[src/mcr_pkg.sv]
// constants for the module configuration register block
// assumes a 21-bit core address space and a byte-wide core data bus
package mcr_pkg;
  localparam int unsigned ADDR_W = 21;
  localparam int unsigned DATA_W = 8;

  // register locations on the core bus
  localparam logic [ADDR_W-1:0] GLOBAL_CONFIG_ADDR = 21'h00ff10;
  localparam logic [ADDR_W-1:0] CONFIG_SHADOW_ADDR = 21'h00fbfe;

  // field positions shared by global_config and config_shadow
  localparam int unsigned IO_EXPANSION_ENABLE_BIT     = 0;
  localparam int unsigned MEMORY_EXPANSION_ENABLE_BIT = 1;
  localparam int unsigned WIDE_MEMORY_SELECT_BIT      = 2;
  localparam int unsigned CLOCK_OUT_MODE_LSB          = 3;
  localparam int unsigned CLOCK_OUT_MODE_MSB          = 4;
  localparam int unsigned ZONE2_ENABLE_BIT            = 5;
  localparam int unsigned HOST_WAIT_FLAG_BIT          = 6;
  localparam int unsigned GO_TO_MONITOR_FLAG_BIT      = 7;

  // reset values: bit 7 is loaded from the monitor request after release
  localparam logic [DATA_W-1:0] GLOBAL_CONFIG_RESET = 8'h40;
  localparam logic [DATA_W-1:0] CONFIG_SHADOW_RESET = 8'h00;

  // clock-out mode codes
  localparam logic [1:0] CLOCK_OUT_RSVD0 = 2'h0;
  localparam logic [1:0] CLOCK_OUT_CORE  = 2'h1;
  localparam logic [1:0] CLOCK_OUT_SLOW  = 2'h2;
  localparam logic [1:0] CLOCK_OUT_RSVD3 = 2'h3;

  // timing: core clock rate and the slow clock-out rate, in hertz
  localparam longint unsigned CORE_CLK_HZ  = 250000000;
  localparam longint unsigned SLOW_CLK_HZ  = 32768;
  // half period in core cycles, rounded down
  localparam int unsigned SLOW_HALF_CYC = 32'(CORE_CLK_HZ / (2 * SLOW_CLK_HZ));
  localparam int unsigned DIV_W         = 12;

  // environment codes
  typedef enum logic [1:0] {
    MCR_ENV_IN_SYSTEM,
    MCR_ENV_ON_BOARD,
    MCR_ENV_DEVELOPMENT
  } mcr_env_e;
endpackage : mcr_pkg

[src/mcr_top.sv]
// module configuration register bank with its write-only shadow copy
// assumes a core bus with one-cycle read and write strobes on ref_clk_in;
// power mode inputs come from logic on the same clock, straps from pins.
//
// What this block does
// - reset loads 0x40 or 0xc0; bit 7 follows the monitor request.
// - config writes take effect only in active power mode, ignored otherwise; shadow writes always take effect.
// - config contents are held unchanged during idle mode.
// - shadow is write-only, decoded at 00 fbfe in the i/o zone.
// - development environment keeps pins for development use regardless of fields, except the clock-out mode field.
// - other environments let fields pick gpio or alternate function per pin.
// - bit 0 set enables the i/o zone select for expansion logic.
// - bit 1 set gives zone 0 select and lines to external memory.
// - bit 2 picks 8-bit or 16-bit external memory when enabled.
// - bits 4-3 act only with clock-out as output; 01 gives core clock.
// - code 10 drives a 32.768 khz clock; code 11 is reserved.
// - bit 6 set by reset, cleared by writing one; host cycles wait meanwhile.
// - bit 5 gives zone 2 the memory range, else zone 0 takes it.
`timescale 1ns/1ps
module mcr_top (
  input  wire logic                      ref_clk_in,
  input  wire logic                      reset_n_in,
  input  wire logic [mcr_pkg::ADDR_W-1:0] core_addr_in,
  input  wire logic                      core_wr_in,
  input  wire logic                      core_rd_in,
  input  wire logic [mcr_pkg::DATA_W-1:0] core_wdata_in,
  input  wire logic                      active_mode_in,
  input  wire logic                      idle_mode_in,
  input  wire logic                      clock_out_is_output_in,
  input  wire logic                      go_to_monitor_req_in,
  input  wire logic                      in_system_environment_in,
  input  wire logic                      development_environment_in,
  output logic      [mcr_pkg::DATA_W-1:0] core_rdata_out,
  output logic      [mcr_pkg::DATA_W-1:0] config_shadow_out,
  output logic                           dev_pins_hold_out,
  output logic                           io_zone_select_en_out,
  output logic                           zone0_select_en_out,
  output logic                           wide_memory_out,
  output logic                           zone2_select_en_out,
  output logic                           zone0_low_range_out,
  output logic                           host_wait_flag_out,
  output logic                           clock_out_core_sel_out,
  output logic                           clock_out_pin_out
);

  ////////////////////////////////////////////////////////////////////////////
  // reset release and pin synchronisers

  logic       rst_meta;
  logic       rst_n;
  logic [2:0] pin_meta;
  logic [2:0] pin_sync;

  // async assert, synchronous release
  always_ff @(posedge ref_clk_in or negedge reset_n_in) begin
    if (!reset_n_in) begin
      rst_meta <= 1'b0;
      rst_n    <= 1'b0;
    end else begin
      rst_meta <= 1'b1;
      rst_n    <= rst_meta;
    end
  end

  // straps are not reset so their level is valid at the moment of release
  always_ff @(posedge ref_clk_in) begin
    pin_meta <= {go_to_monitor_req_in, in_system_environment_in,
                 development_environment_in};
    pin_sync <= pin_meta;
  end

  logic mon_req_q;
  logic dev_env_q;
  assign mon_req_q = pin_sync[2];
  assign dev_env_q = pin_sync[0];

  ////////////////////////////////////////////////////////////////////////////
  // address decode

  function automatic logic hit(input logic [mcr_pkg::ADDR_W-1:0] a,
                               input logic [mcr_pkg::ADDR_W-1:0] loc);
    hit = (a == loc);
  endfunction : hit

  logic wr_cfg;
  logic wr_shd;
  logic rd_cfg;
  assign wr_cfg = core_wr_in && hit(core_addr_in, mcr_pkg::GLOBAL_CONFIG_ADDR);
  assign wr_shd = core_wr_in && hit(core_addr_in, mcr_pkg::CONFIG_SHADOW_ADDR);
  assign rd_cfg = core_rd_in && hit(core_addr_in, mcr_pkg::GLOBAL_CONFIG_ADDR);

  ////////////////////////////////////////////////////////////////////////////
  // configuration register and shadow

  logic [mcr_pkg::DATA_W-1:0] global_config;
  logic [mcr_pkg::DATA_W-1:0] next_global_config;
  logic [mcr_pkg::DATA_W-1:0] config_shadow;
  logic [mcr_pkg::DATA_W-1:0] next_config_shadow;
  logic                       strap_taken;
  logic                       next_strap_taken;
  logic [mcr_pkg::DATA_W-1:0] core_rdata;
  logic [mcr_pkg::DATA_W-1:0] next_core_rdata;

  // config writes honoured only in active, non-idle mode; shadow writes always honoured
  always_comb begin
    next_global_config = global_config;
    next_config_shadow = config_shadow;
    next_strap_taken   = 1'b1;
    if (!strap_taken) begin
      next_global_config[mcr_pkg::GO_TO_MONITOR_FLAG_BIT] = mon_req_q;
    end else if (wr_cfg && active_mode_in && !idle_mode_in) begin
      next_global_config[5:0] = core_wdata_in[5:0];
      // host wait: write one clears, write zero leaves it alone
      if (core_wdata_in[mcr_pkg::HOST_WAIT_FLAG_BIT]) begin
        next_global_config[mcr_pkg::HOST_WAIT_FLAG_BIT] = 1'b0;
      end
      // monitor flag can only be cleared by software, never set
      if (!core_wdata_in[mcr_pkg::GO_TO_MONITOR_FLAG_BIT]) begin
        next_global_config[mcr_pkg::GO_TO_MONITOR_FLAG_BIT] = 1'b0;
      end
    end
    if (wr_shd) begin
      next_config_shadow = core_wdata_in;
    end
    // shadow never reads back; unmapped addresses read zero too
    next_core_rdata = rd_cfg ? global_config : '0;
  end

  always_ff @(posedge ref_clk_in or negedge rst_n) begin
    if (!rst_n) begin
      global_config <= mcr_pkg::GLOBAL_CONFIG_RESET;
      config_shadow <= mcr_pkg::CONFIG_SHADOW_RESET;
      strap_taken   <= 1'b0;
      core_rdata    <= '0;
    end else begin
      global_config <= next_global_config;
      config_shadow <= next_config_shadow;
      strap_taken   <= next_strap_taken;
      core_rdata    <= next_core_rdata;
    end
  end

  ////////////////////////////////////////////////////////////////////////////
  // pin assignment from fields

  logic       io_en;
  logic       mem_en;
  logic [1:0] clk_mode;
  assign io_en    = global_config[mcr_pkg::IO_EXPANSION_ENABLE_BIT];
  assign mem_en   = global_config[mcr_pkg::MEMORY_EXPANSION_ENABLE_BIT];
  assign clk_mode = global_config[mcr_pkg::CLOCK_OUT_MODE_MSB:mcr_pkg::CLOCK_OUT_MODE_LSB];

  logic next_dev_hold;
  logic next_io_zone;
  logic next_zone0;
  logic next_wide;
  logic next_zone2;
  logic next_low_range;
  logic next_core_sel;
  logic dev_hold;
  logic io_zone;
  logic zone0;
  logic wide;
  logic zone2;
  logic low_range;
  logic core_sel;

  // development environment owns the zone pins; clock-out mode steers in every environment
  always_comb begin
    next_dev_hold  = dev_env_q;
    next_io_zone   = !dev_env_q && io_en;
    next_zone0     = !dev_env_q && mem_en;
    next_wide      = !dev_env_q && mem_en
                     && global_config[mcr_pkg::WIDE_MEMORY_SELECT_BIT];
    next_zone2     = !dev_env_q && mem_en
                     && global_config[mcr_pkg::ZONE2_ENABLE_BIT];
    next_low_range = !dev_env_q && mem_en
                     && !global_config[mcr_pkg::ZONE2_ENABLE_BIT];
    next_core_sel  = clock_out_is_output_in
                     && (clk_mode == mcr_pkg::CLOCK_OUT_CORE);
  end

  always_ff @(posedge ref_clk_in or negedge rst_n) begin
    if (!rst_n) begin
      dev_hold  <= 1'b0;
      io_zone   <= 1'b0;
      zone0     <= 1'b0;
      wide      <= 1'b0;
      zone2     <= 1'b0;
      low_range <= 1'b0;
      core_sel  <= 1'b0;
    end else begin
      dev_hold  <= next_dev_hold;
      io_zone   <= next_io_zone;
      zone0     <= next_zone0;
      wide      <= next_wide;
      zone2     <= next_zone2;
      low_range <= next_low_range;
      core_sel  <= next_core_sel;
    end
  end

  ////////////////////////////////////////////////////////////////////////////
  // slow clock-out divider
  // the core-rate clock itself cannot come from a flop; the pad mux takes
  // the core clock when clock_out_core_sel_out is high

  logic [mcr_pkg::DIV_W-1:0] div_cnt;
  logic [mcr_pkg::DIV_W-1:0] next_div_cnt;
  logic                      slow_clk;
  logic                      next_slow_clk;
  logic                      slow_on;
  assign slow_on = clock_out_is_output_in && (clk_mode == mcr_pkg::CLOCK_OUT_SLOW);

  // reserved codes and input direction park the pin low
  always_comb begin
    next_div_cnt  = '0;
    next_slow_clk = 1'b0;
    if (slow_on) begin
      next_slow_clk = slow_clk;
      if (div_cnt == mcr_pkg::DIV_W'(mcr_pkg::SLOW_HALF_CYC - 1)) begin
        next_slow_clk = !slow_clk;
      end else begin
        next_div_cnt = div_cnt + mcr_pkg::DIV_W'(1);
      end
    end
  end

  always_ff @(posedge ref_clk_in or negedge rst_n) begin
    if (!rst_n) begin
      div_cnt  <= '0;
      slow_clk <= 1'b0;
    end else begin
      div_cnt  <= next_div_cnt;
      slow_clk <= next_slow_clk;
    end
  end

  ////////////////////////////////////////////////////////////////////////////
  // outputs

  assign core_rdata_out         = core_rdata;
  assign config_shadow_out      = config_shadow;
  assign dev_pins_hold_out      = dev_hold;
  assign io_zone_select_en_out  = io_zone;
  assign zone0_select_en_out    = zone0;
  assign wide_memory_out        = wide;
  assign zone2_select_en_out    = zone2;
  assign zone0_low_range_out    = low_range;
  assign host_wait_flag_out     = global_config[mcr_pkg::HOST_WAIT_FLAG_BIT];
  assign clock_out_core_sel_out = core_sel;
  assign clock_out_pin_out      = slow_clk;
endmodule : mcr_top

[config.mk]
export PLATFORM = sky130hd
export DESIGN_NAME = mcr_top
export DESIGN_NICKNAME = d
export VERILOG_FILES = /design/src/mcr_pkg.sv /design/src/mcr_top.sv
export SDC_FILE = /design/constraint.sdc
export NUM_CORES = 1
export LEC_CHECK = 0
export BUFFER_PORTS_ARGS = -buffer_cell sky130_fd_sc_hd__buf_2
export CAP_MARGIN = 10
export CORE_MARGIN = 3
export CORE_UTILIZATION = 45
export DETAILED_ROUTE_END_ITERATION = 8
export PLACE_DENSITY_LB_ADDON = 0.1
export SYNTH_ARGS = -nofsm -noshare
export SYNTH_HDL_FRONTEND = slang
export SYNTH_SLANG_ARGS = --single-unit
[constraint.sdc]
create_clock -name ref_clk_in -period 1.55 [get_ports ref_clk_in]
set_input_delay 0.31 -clock ref_clk_in [delete_from_list [all_inputs] [get_ports ref_clk_in]]
set_output_delay 0.31 -clock ref_clk_in [all_outputs]
set_load 0.03 [all_outputs]
==> results of run 1 <==
## final timing paths
kind,start,cells after the start,slack (ps),end
max in group asynchronous,rst_n$_DFF_PN0_,1,740,div_cnt[11]$_DFF_PN0_
worst max-delay path,div_cnt[4]$_DFF_PN0_,4,-230,clock_out_pin_out$_DFFE_PN0P_
worst min-delay path,development_environment_in,1,120,pin_meta[0]$_DFF_P_
min in group asynchronous,rst_n$_DFF_PN0_,0,240,div_cnt[5]$_DFF_PN0_
worst min register to register,rst_n$_DFF_PN0_,0,240,div_cnt[5]$_DFF_PN0_
worst max register to register,div_cnt[4]$_DFF_PN0_,4,-230,clock_out_pin_out$_DFFE_PN0P_
## power groups by stage
stage / Combinational [W] / Clock [W] / Sequential (W)
after floorplan: 0.0000142 / 0 / 0.00139
after global placement: 0.0000874 / 0 / 0.00138
after detailed placement: 0.0000924 / 0 / 0.00139
after CTS: 0.0000949 / 0.000829 / 0.00136
after global routing: 0.000104 / 0.000886 / 0.00136
final: 0.0000931 / 0.000823 / 0.00136
## cell type report
class / count / area, sq um / area share
tap: 50 / 62.6 / 0.0239
inverter: 3 / 11.3 / 0.00430
multi-input combinational: 98 / 724 / 0.277
sequential: 51 / 1260 / 0.481
clock inverter: 1 / 7.51 / 0.00287
clock buffer: 7 / 96.3 / 0.0368
timing repair buffer: 81 / 455 / 0.174
## logic make-up after synthesis
group | after synthesis | synth area share
AOI/OAI and AO/OA | 2 | 0.00764
xor gates and xnor gates | 11 | 0.0490
adders and majority gates | 2 | 0.0127
buffers and inverters | 4 | 0.0115
DFF | 51 | 0.640
muxes | 15 | 0.0859
other | 1 | 0.00191
and+or+nand+nor | 66 | 0.192
## cell usage after synthesis (2+ instances only)
cell type,n,share of area
nor2b_1,3,0.0095
mux2_2,15,0.086
and4_1,2,0.0089
dfrtp_1,46,0.59
nand2_1,9,0.017
nor2_1,17,0.032
inv_1,3,0.0057
dfxtp_1,4,0.041
and3_1,2,0.0064
nand3_1,6,0.015
ha_1,2,0.013
nor4_1,3,0.0095
xnor2_1,7,0.031
o21a_1,2,0.0076
nor3_1,2,0.0051
and4b_1,3,0.015
and2_1,10,0.032
nand4_1,4,0.013
xor2_1,4,0.018
## layer usage
| metal | track usage | part of all wire | vias up |
|---|---|---|---|
| met3 | 0.0512 | 0.082 | 5 |
| met1 | 0.185 | 0.40 | 698 |
| met5 | 0 | 0 | - |
| met2 | 0.283 | 0.50 | 56 |
| li1 | - | - | 691 |
| met4 | 0.0376 | 0.010 | 0 |
## state kept, by name, summed over array words and instances (netlist names), 2 cells and up
register and flops:
pin_sync 2, config_shadow_out 8, div_cnt 12, core_rdata_out 8, global_config 8, pin_meta 2
## worst max-delay path: cells and delay by family (launching register included)
family / cells / cell delay (ps)
xor+xnor: 1 / 160
flops: 1 / 380
simple gates: 3 / 1150
## metrics by stage
stage | cells | util | hold WS, ps
2_1_floorplan | 153 | - | 14.4
3_3_place_gp | 280 | 0.600 | 94.4
3_5_place_dp | 280 | 0.600 | 97.7
4_1_cts | 291 | 0.636 | 109
5_1_grt | 291 | 0.636 | 96.5
6_report | 291 | 0.636 | 115
## what timing repair did
action	in CTS	in global routing
setup buffers	2	0
gates resized for setup	2	0
endpoints found under the hold margin	2	0
hold buffers	1	0
setup endpoints to repair	13	13
gates cloned	0	0
==> impl_metrics.yaml, run 1 <==
outcome:
  status: "complete, but fails checks"
  violations: "negative setup slack"
pwr:
  p_comb_frac: 0.041
  p_leak_nw: 1.37
  p_switching_w: 0.000475
  p_total_w: 0.00227
  p_int_w: 0.00180
  seqPwrFrac: 0.597
  vdd_drop_max_mv: 0.616
  powerDensity_mw_per_mm2: 869
  pwr-share-clk: 0.362
  switching_share: 0.209
clocking:
  path_clk_slew_ps: 90
  htree_num_levels: 2
  cts_buffer_depth: 2
  cts.sinks: 51
  insertion_delay_ps: 300
  cts_tree: "built"
  cts_root_buf: "clkbuf_8"
  numCtsBuffers: 5
worst_setup_path:
  crit_arrival_ps: 1970
  cp.required_ps: 1740
  critPathLaunchType: "register"
  slowest_delay_ps: 510
  crit_chain: "or4b_1, or4_4, xnor2_2, and4b_1"
  cp_slowest_cell: "or4b_1"
  crit_fanout: 2
  crit_path_end_kind: "register"
  crit_type: "reg2reg"
die:
  dieArea_sq_mm: 0.00520
  core-area_sq_mm: 0.00412
  start_util: 0.478
  die_h_microns: 72.1
  num_rows: 23
  die_x_microns: 72.1
  io_pins: 64
route:
  ant_nets: 0
  wl_per_cell_microns: 13.2
  dr.pass1.iters: 4
  drc: 0
  dr.first_iter.drc_count: 65
  vias_per_cell: 4.98
  vias: 1450
  drt-total-wl_microns: 3830
place:
  hpwl_microns: 3120
  placed_area_sq_mm: 0.00247
  io_buffers: 62
  post-place-ws_ps: -271
  place_congestion: 0.756
logic_synthesis:
  synthFlopType: "dfrtp_1"
  avgSynthCellArea_sq_um: 12.9
  synth_cells: 152
  ys_seq_area_frac: 0.640
  synthArstFlopShare: 0.922
  yosysWarningCount: 0
  yosys_register_bits: 51
  synth_edf_count: 0
  ys_types: 27
  syn-cell-area_sq_mm: 0.00197
global_routing:
  grt_pass1_wl_microns: 6480
  grt-ovfl-total: 0
  grt_pass1_vias: 1521
  antenna_found_initial: 0
  grt_usage: 0.159
  grt_max_degree: 25
finish:
  num_antenna_cells: 0
  mostFrequentLayoutCells: "62 x buf_2, 45 x dfrtp_1, 18 x buf_4"
  area_growth_pct: 33.1
  fin_nets: 281
  stdcell_area_sq_mm: 0.00262
  fillerInstances: 336
  drive_gt1_frac: 0.452
  final_common_cell: "buf_2"
run:
  cap_violations: 0
timing:
  period_minus_slack_ps: 1780
  slew_viol_final: 0
  slew_headroom: 0.660
  setup_ws_ps: -230
  finalHoldViolations: 0
  finalSetupTns_ps: -2530
  setup_viol: 13
  finalCritPeriodShare: 1.15
  skew_ps: 7.13
  tightest_slew_ps: 509
  rsz0062_at_grt: "true"
  max_freq_mhz: 562
worst_hold_path:
  min_path_type: "in2reg"
(Power assumes the default switching activity.)
==> run 2: changes to the inputs <==
==> constraint.sdc (replaced) <==
create_clock -name ref_clk_in -period 2.15 [get_ports ref_clk_in]
set_input_delay 0.43 -clock ref_clk_in [delete_from_list [all_inputs] [get_ports ref_clk_in]]
set_output_delay 0.43 -clock ref_clk_in [all_outputs]
set_load 0.03 [all_outputs]
==> impl_metrics.yaml, run 2 (same netlist as run 1, synthesis figures left out) <==
route:
  ant_nets: 0
  dr.pass1.iters: 6
  drc: 0
  drt-total-wl_microns: 3760
  dr.first_iter.drc_count: 42
  wl_per_cell_microns: 13.6
  vias_per_cell: 5.03
  vias: 1394
timing:
  period_minus_slack_ps: 1940
  skew_ps: 9.04
  hold_slack_ps: 110
  finalSetupTns_ps: 0
  finalHoldViolations: 0
  setup_viol: 0
  finalCritPeriodShare: 0.903
  max_freq_mhz: 515
  rsz0062_at_grt: "false"
  slew_viol_final: 0
die:
  io_pins: 64
  start_util: 0.478
  die_h_microns: 72.1
  num_rows: 23
  dieArea_sq_mm: 0.00520
  die_x_microns: 72.1
  core-area_sq_mm: 0.00412
place:
  hpwl_microns: 2920
  io_buffers: 62
  placed_area_sq_mm: 0.00236
  place_congestion: 0.770
  dp.cells: 268
finish:
  num_antenna_cells: 0
  fin_nets: 267
  drive_gt1_frac: 0.410
  regMostFlops: "div_cnt"
  final_cells: 277
  area_growth_pct: 25.5
  final_common_cell: "buf_2"
  largest_reg_flops: 12
  mostFrequentLayoutCells: "62 x buf_2, 45 x dfrtp_1, 17 x nor2_1"
  fillerInstances: 339
  stdcell_area_sq_mm: 0.00247
global_routing:
  grt_pass1_vias: 1377
  grt-ovfl-total: 0
  grt_usage: 0.156
  antenna_found_initial: 0
  grt_max_degree: 20
  grt_pass1_wl_microns: 6210
pwr:
  p_leak_nw: 1.28
  p_total_w: 0.00160
  vdd_drop_max_mv: 0.486
  powerDensity_mw_per_mm2: 648
worst_setup_path:
  crit_type: "reg2reg"
  reg2regPathDepth: 4
  crit_fanout: 12
  reg2reg_to: "div_cnt[10]$_DFF_PN0_"
  crit_path_end_kind: "register"
  cp.required_ps: 2330
  reg2reg_slack_ps: 210
  crit_end: "div_cnt[10]$_DFF_PN0_"
  crit_arrival_ps: 2120
  crit_start: "div_cnt[8]$_DFF_PN0_"
  rr_startpoint: "div_cnt[8]$_DFF_PN0_"
  critPathLaunchType: "register"
outcome:
  status: "completed"
clocking:
  htree_num_levels: 2
  cts_root_buf: "clkbuf_8"
  postCtsSetupRepairBufs: 0
  numCtsBuffers: 5
  cts_buffer_depth: 2
  cts.sinks: 51
  insertion_delay_ps: 300
  path_clk_slew_ps: 100
  cts_tree: "built"
run:
  cap_violations: 0
worst_hold_path:
  min_path_type: "reg2async"
run 2: area by class of cell:
cell class,count,area [sq um],area share
clock buffer,5,68.8,0.0279
clock inverter,3,26.3,0.0106
inverter,3,11.3,0.00456
multi-input combinational,98,689,0.279
sequential,51,1260,0.510
tap,50,62.6,0.0254
timing repair buffer,67,350,0.142
run 2: critical path, stage by stage (launching register included):
cell	delay, ps
dfrtp_1	420
or4b_1	540
or4_4	510
nand4b_2	250
nor2_1	100
run 2: power by group:
group          internal [W]   total, W  switching (W)
Combinational     0.0000342  0.0000678      0.0000335
Clock              0.000239   0.000557       0.000318
Sequential         0.000967   0.000974     0.00000671
run 2: per-layer routing:
| metal | track usage | share of wire | vias to the layer above |
|---|---|---|---|
| li1 | - | - | 670 |
| met2 | 0.252 | 0.49 | 60 |
| met1 | 0.198 | 0.42 | 660 |
| met5 | 0 | 0 | - |
| met3 | 0.0471 | 0.083 | 4 |
| met4 | 0.0564 | 0.010 | 0 |
run 2: what timing repair did:
item                                   in CTS  in global routing
endpoints found under the hold margin       2                  0
setup endpoints to repair                   0                  0
hold buffers                                1                  0
gates resized for setup                     0                  0
run 2: how the worst min path moves through the flow:
stage | depth (start not counted) | endpoint | startpoint
2_1_floorplan | 0 | rst_meta$_DFF_PN0_ | reset_n_in
3_3_place_gp | 0 | core_rdata_out[2]$_DFF_PN0_ | rst_n$_DFF_PN0_
3_5_place_dp | 0 | core_rdata_out[2]$_DFF_PN0_ | rst_n$_DFF_PN0_
4_1_cts | 0 | config_shadow_out[7]$_DFFE_PN0P_ | rst_n$_DFF_PN0_
5_1_grt | 0 | global_config[7]$_DFFE_PN0P_ | rst_n$_DFF_PN0_
6_report | 0 | config_shadow_out[7]$_DFFE_PN0P_ | rst_n$_DFF_PN0_
run 2: per-stage QoR:
step	worst slack [ps]	utilization
2_1_floorplan	343	-
3_3_place_gp	243	0.574
3_5_place_dp	203	0.574
4_1_cts	196	0.600
5_1_grt	111	0.600
6_report	209	0.600
==> run 3: changes to the inputs <==
--- a/config.mk
+++ b/config.mk
@@ -9,6 +9,7 @@
 export CAP_MARGIN = 10
 export CORE_MARGIN = 3
 export CORE_UTILIZATION = 45
+export CTS_BUF_LIST = sky130_fd_sc_hd__clkbuf_16
 export DETAILED_ROUTE_END_ITERATION = 8
 export PLACE_DENSITY_LB_ADDON = 0.1
 export SYNTH_ARGS = -nofsm -noshare
==> impl_metrics.yaml, run 3 (same netlist as run 1, synthesis figures left out) <==
finish:
  stdcell_area_sq_mm: 0.00252
  drive_gt1_frac: 0.410
  area_growth_pct: 28.4
  mostFrequentLayoutCells: "62 x buf_2, 45 x dfrtp_1, 17 x nor2_1"
  largest_reg_flops: 12
  fin_nets: 267
  ff_latch_area_sq_mm: 0.00126
  regMostFlops: "div_cnt"
  num_antenna_cells: 0
  final_common_cell: "buf_2"
  multi_input_area_sq_um: 689
  final_util: 0.613
  fillerInstances: 335
route:
  wl_per_cell_microns: 13.6
  ant_nets: 0
  vias_per_cell: 4.99
  drt-total-wl_microns: 3770
  dr.pass1.iters: 6
  dr.first_iter.drc_count: 42
  drc: 0
  vias: 1383
timing:
  hold_slack_ps: 114
  slew_viol_final: 0
  finalHoldViolations: 0
  setup_viol: 0
  max_freq_mhz: 516
  skew_ps: 5.58
  period_minus_slack_ps: 1940
  rsz0062_at_grt: "false"
  finalSetupTns_ps: 0
  finalCritPeriodShare: 0.902
worst_setup_path:
  cp_slowest_cell: "or4b_1"
  slowest_delay_ps: 540
  crit_type: "reg2reg"
  crit_arrival_ps: 2100
  critPathTopFamily: "simple AND/OR/NAND/NOR gates"
  crit_chain: "or4b_1, or4_4, nand4b_2, nor2_1"
  cp.required_ps: 2310
  crit_fanout: 12
  critPathLaunchType: "register"
  crit_path_end_kind: "register"
  cp_num_buf_inv: 0
global_routing:
  grt_max_degree: 20
  grt_pass1_vias: 1379
  busiest_layer: "met2"
  antenna_found_initial: 0
  grt_usage: 0.157
  grt_pass1_wl_microns: 6270
  grtUsageMet2: 0.257
  use_met3: 0.0512
  grt_use_met1: 0.198
  grt-ovfl-total: 0
clocking:
  numCtsBuffers: 5
  cts_root_buf: "clkbuf_16"
  cts_buffer_depth: 2
  cts.sinks: 51
  insertion_delay_ps: 290
  cts_tree: "built"
  path_clk_slew_ps: 70
  post_cts_resized: 0
  htree_num_levels: 2
  postCtsSetupRepairBufs: 0
  cts_hold_buf: 1
die:
  start_util: 0.478
  die_h_microns: 72.1
  core-area_sq_mm: 0.00412
  num_rows: 23
  dieArea_sq_mm: 0.00520
  io_pins: 64
  die_x_microns: 72.1
place:
  place_congestion: 0.770
  hpwl_microns: 2920
  placed_area_sq_mm: 0.00236
  io_buffers: 62
pwr:
  p_leak_nw: 1.30
  vdd_drop_max_mv: 0.508
  p_total_w: 0.00182
  powerDensity_mw_per_mm2: 723
run:
  cap_violations: 0
worst_hold_path:
  min_path_type: "reg2async"
outcome:
  status: "completed"
[run 3: cell counts in the layout (fill, tap and decap cells not counted)]
No cell type changed its count.
[run 3: final cells by class]
cell class,instances,area share
clock buffer,5,0.0496
multi-input combinational,98,0.273
tap,50,0.0248
inverter,3,0.00446
sequential,51,0.499
clock inverter,3,0.0104
timing repair buffer,67,0.139
[run 3: worst paths after layout]
path / start / endpoint / slack, ps / cells past startpoint
setup / recovery: div_cnt[8]$_DFF_PN0_ / div_cnt[10]$_DFF_PN0_ / 210 / 4
hold / removal: rst_n$_DFF_PN0_ / config_shadow_out[7]$_DFFE_PN0P_ / 110 / 0
setup reg to reg: div_cnt[8]$_DFF_PN0_ / div_cnt[10]$_DFF_PN0_ / 210 / 4
hold reg to reg: rst_n$_DFF_PN0_ / config_shadow_out[7]$_DFFE_PN0P_ / 110 / 0
max in group asynchronous: rst_n$_DFF_PN0_ / global_config[6]$_DFFE_PN1P_ / 1490 / 1
min in group ref_clk_in: go_to_monitor_req_in / pin_meta[2]$_DFF_P_ / 240 / 1
[run 3: worst register-to-register path: stages, from the launching register on]
cell and delay (ps):
dfrtp_1 410, or4b_1 550, or4_4 520, nand4b_2 250, nor2_1 100
[run 3: layer usage]
metal | up-vias | routed length (microns)
li1 | 673 | -
met1 | 651 | 1580
met2 | 54 | 1840
met3 | 5 | 300
met4 | 0 | 39
met5 | - | 0
[run 3: per-stage QoR]
step | setup WS, ps | instances
6_report | 211 | 277
5_1_grt | 113 | 277
4_1_cts | 200 | 277
3_5_place_dp | 203 | 268
3_3_place_gp | 243 | 268
2_1_floorplan | 343 | 153
[run 3: power by group]
group	total (W)	switching, W	internal, W	leakage [nW]
Sequential	0.000975	0.00000675	0.000968	0.675
Clock	0.000782	0.000341	0.000441	0.0748
Combinational	0.0000676	0.0000334	0.0000342	0.555
Total	0.00182	0.000381	0.00144	1.30
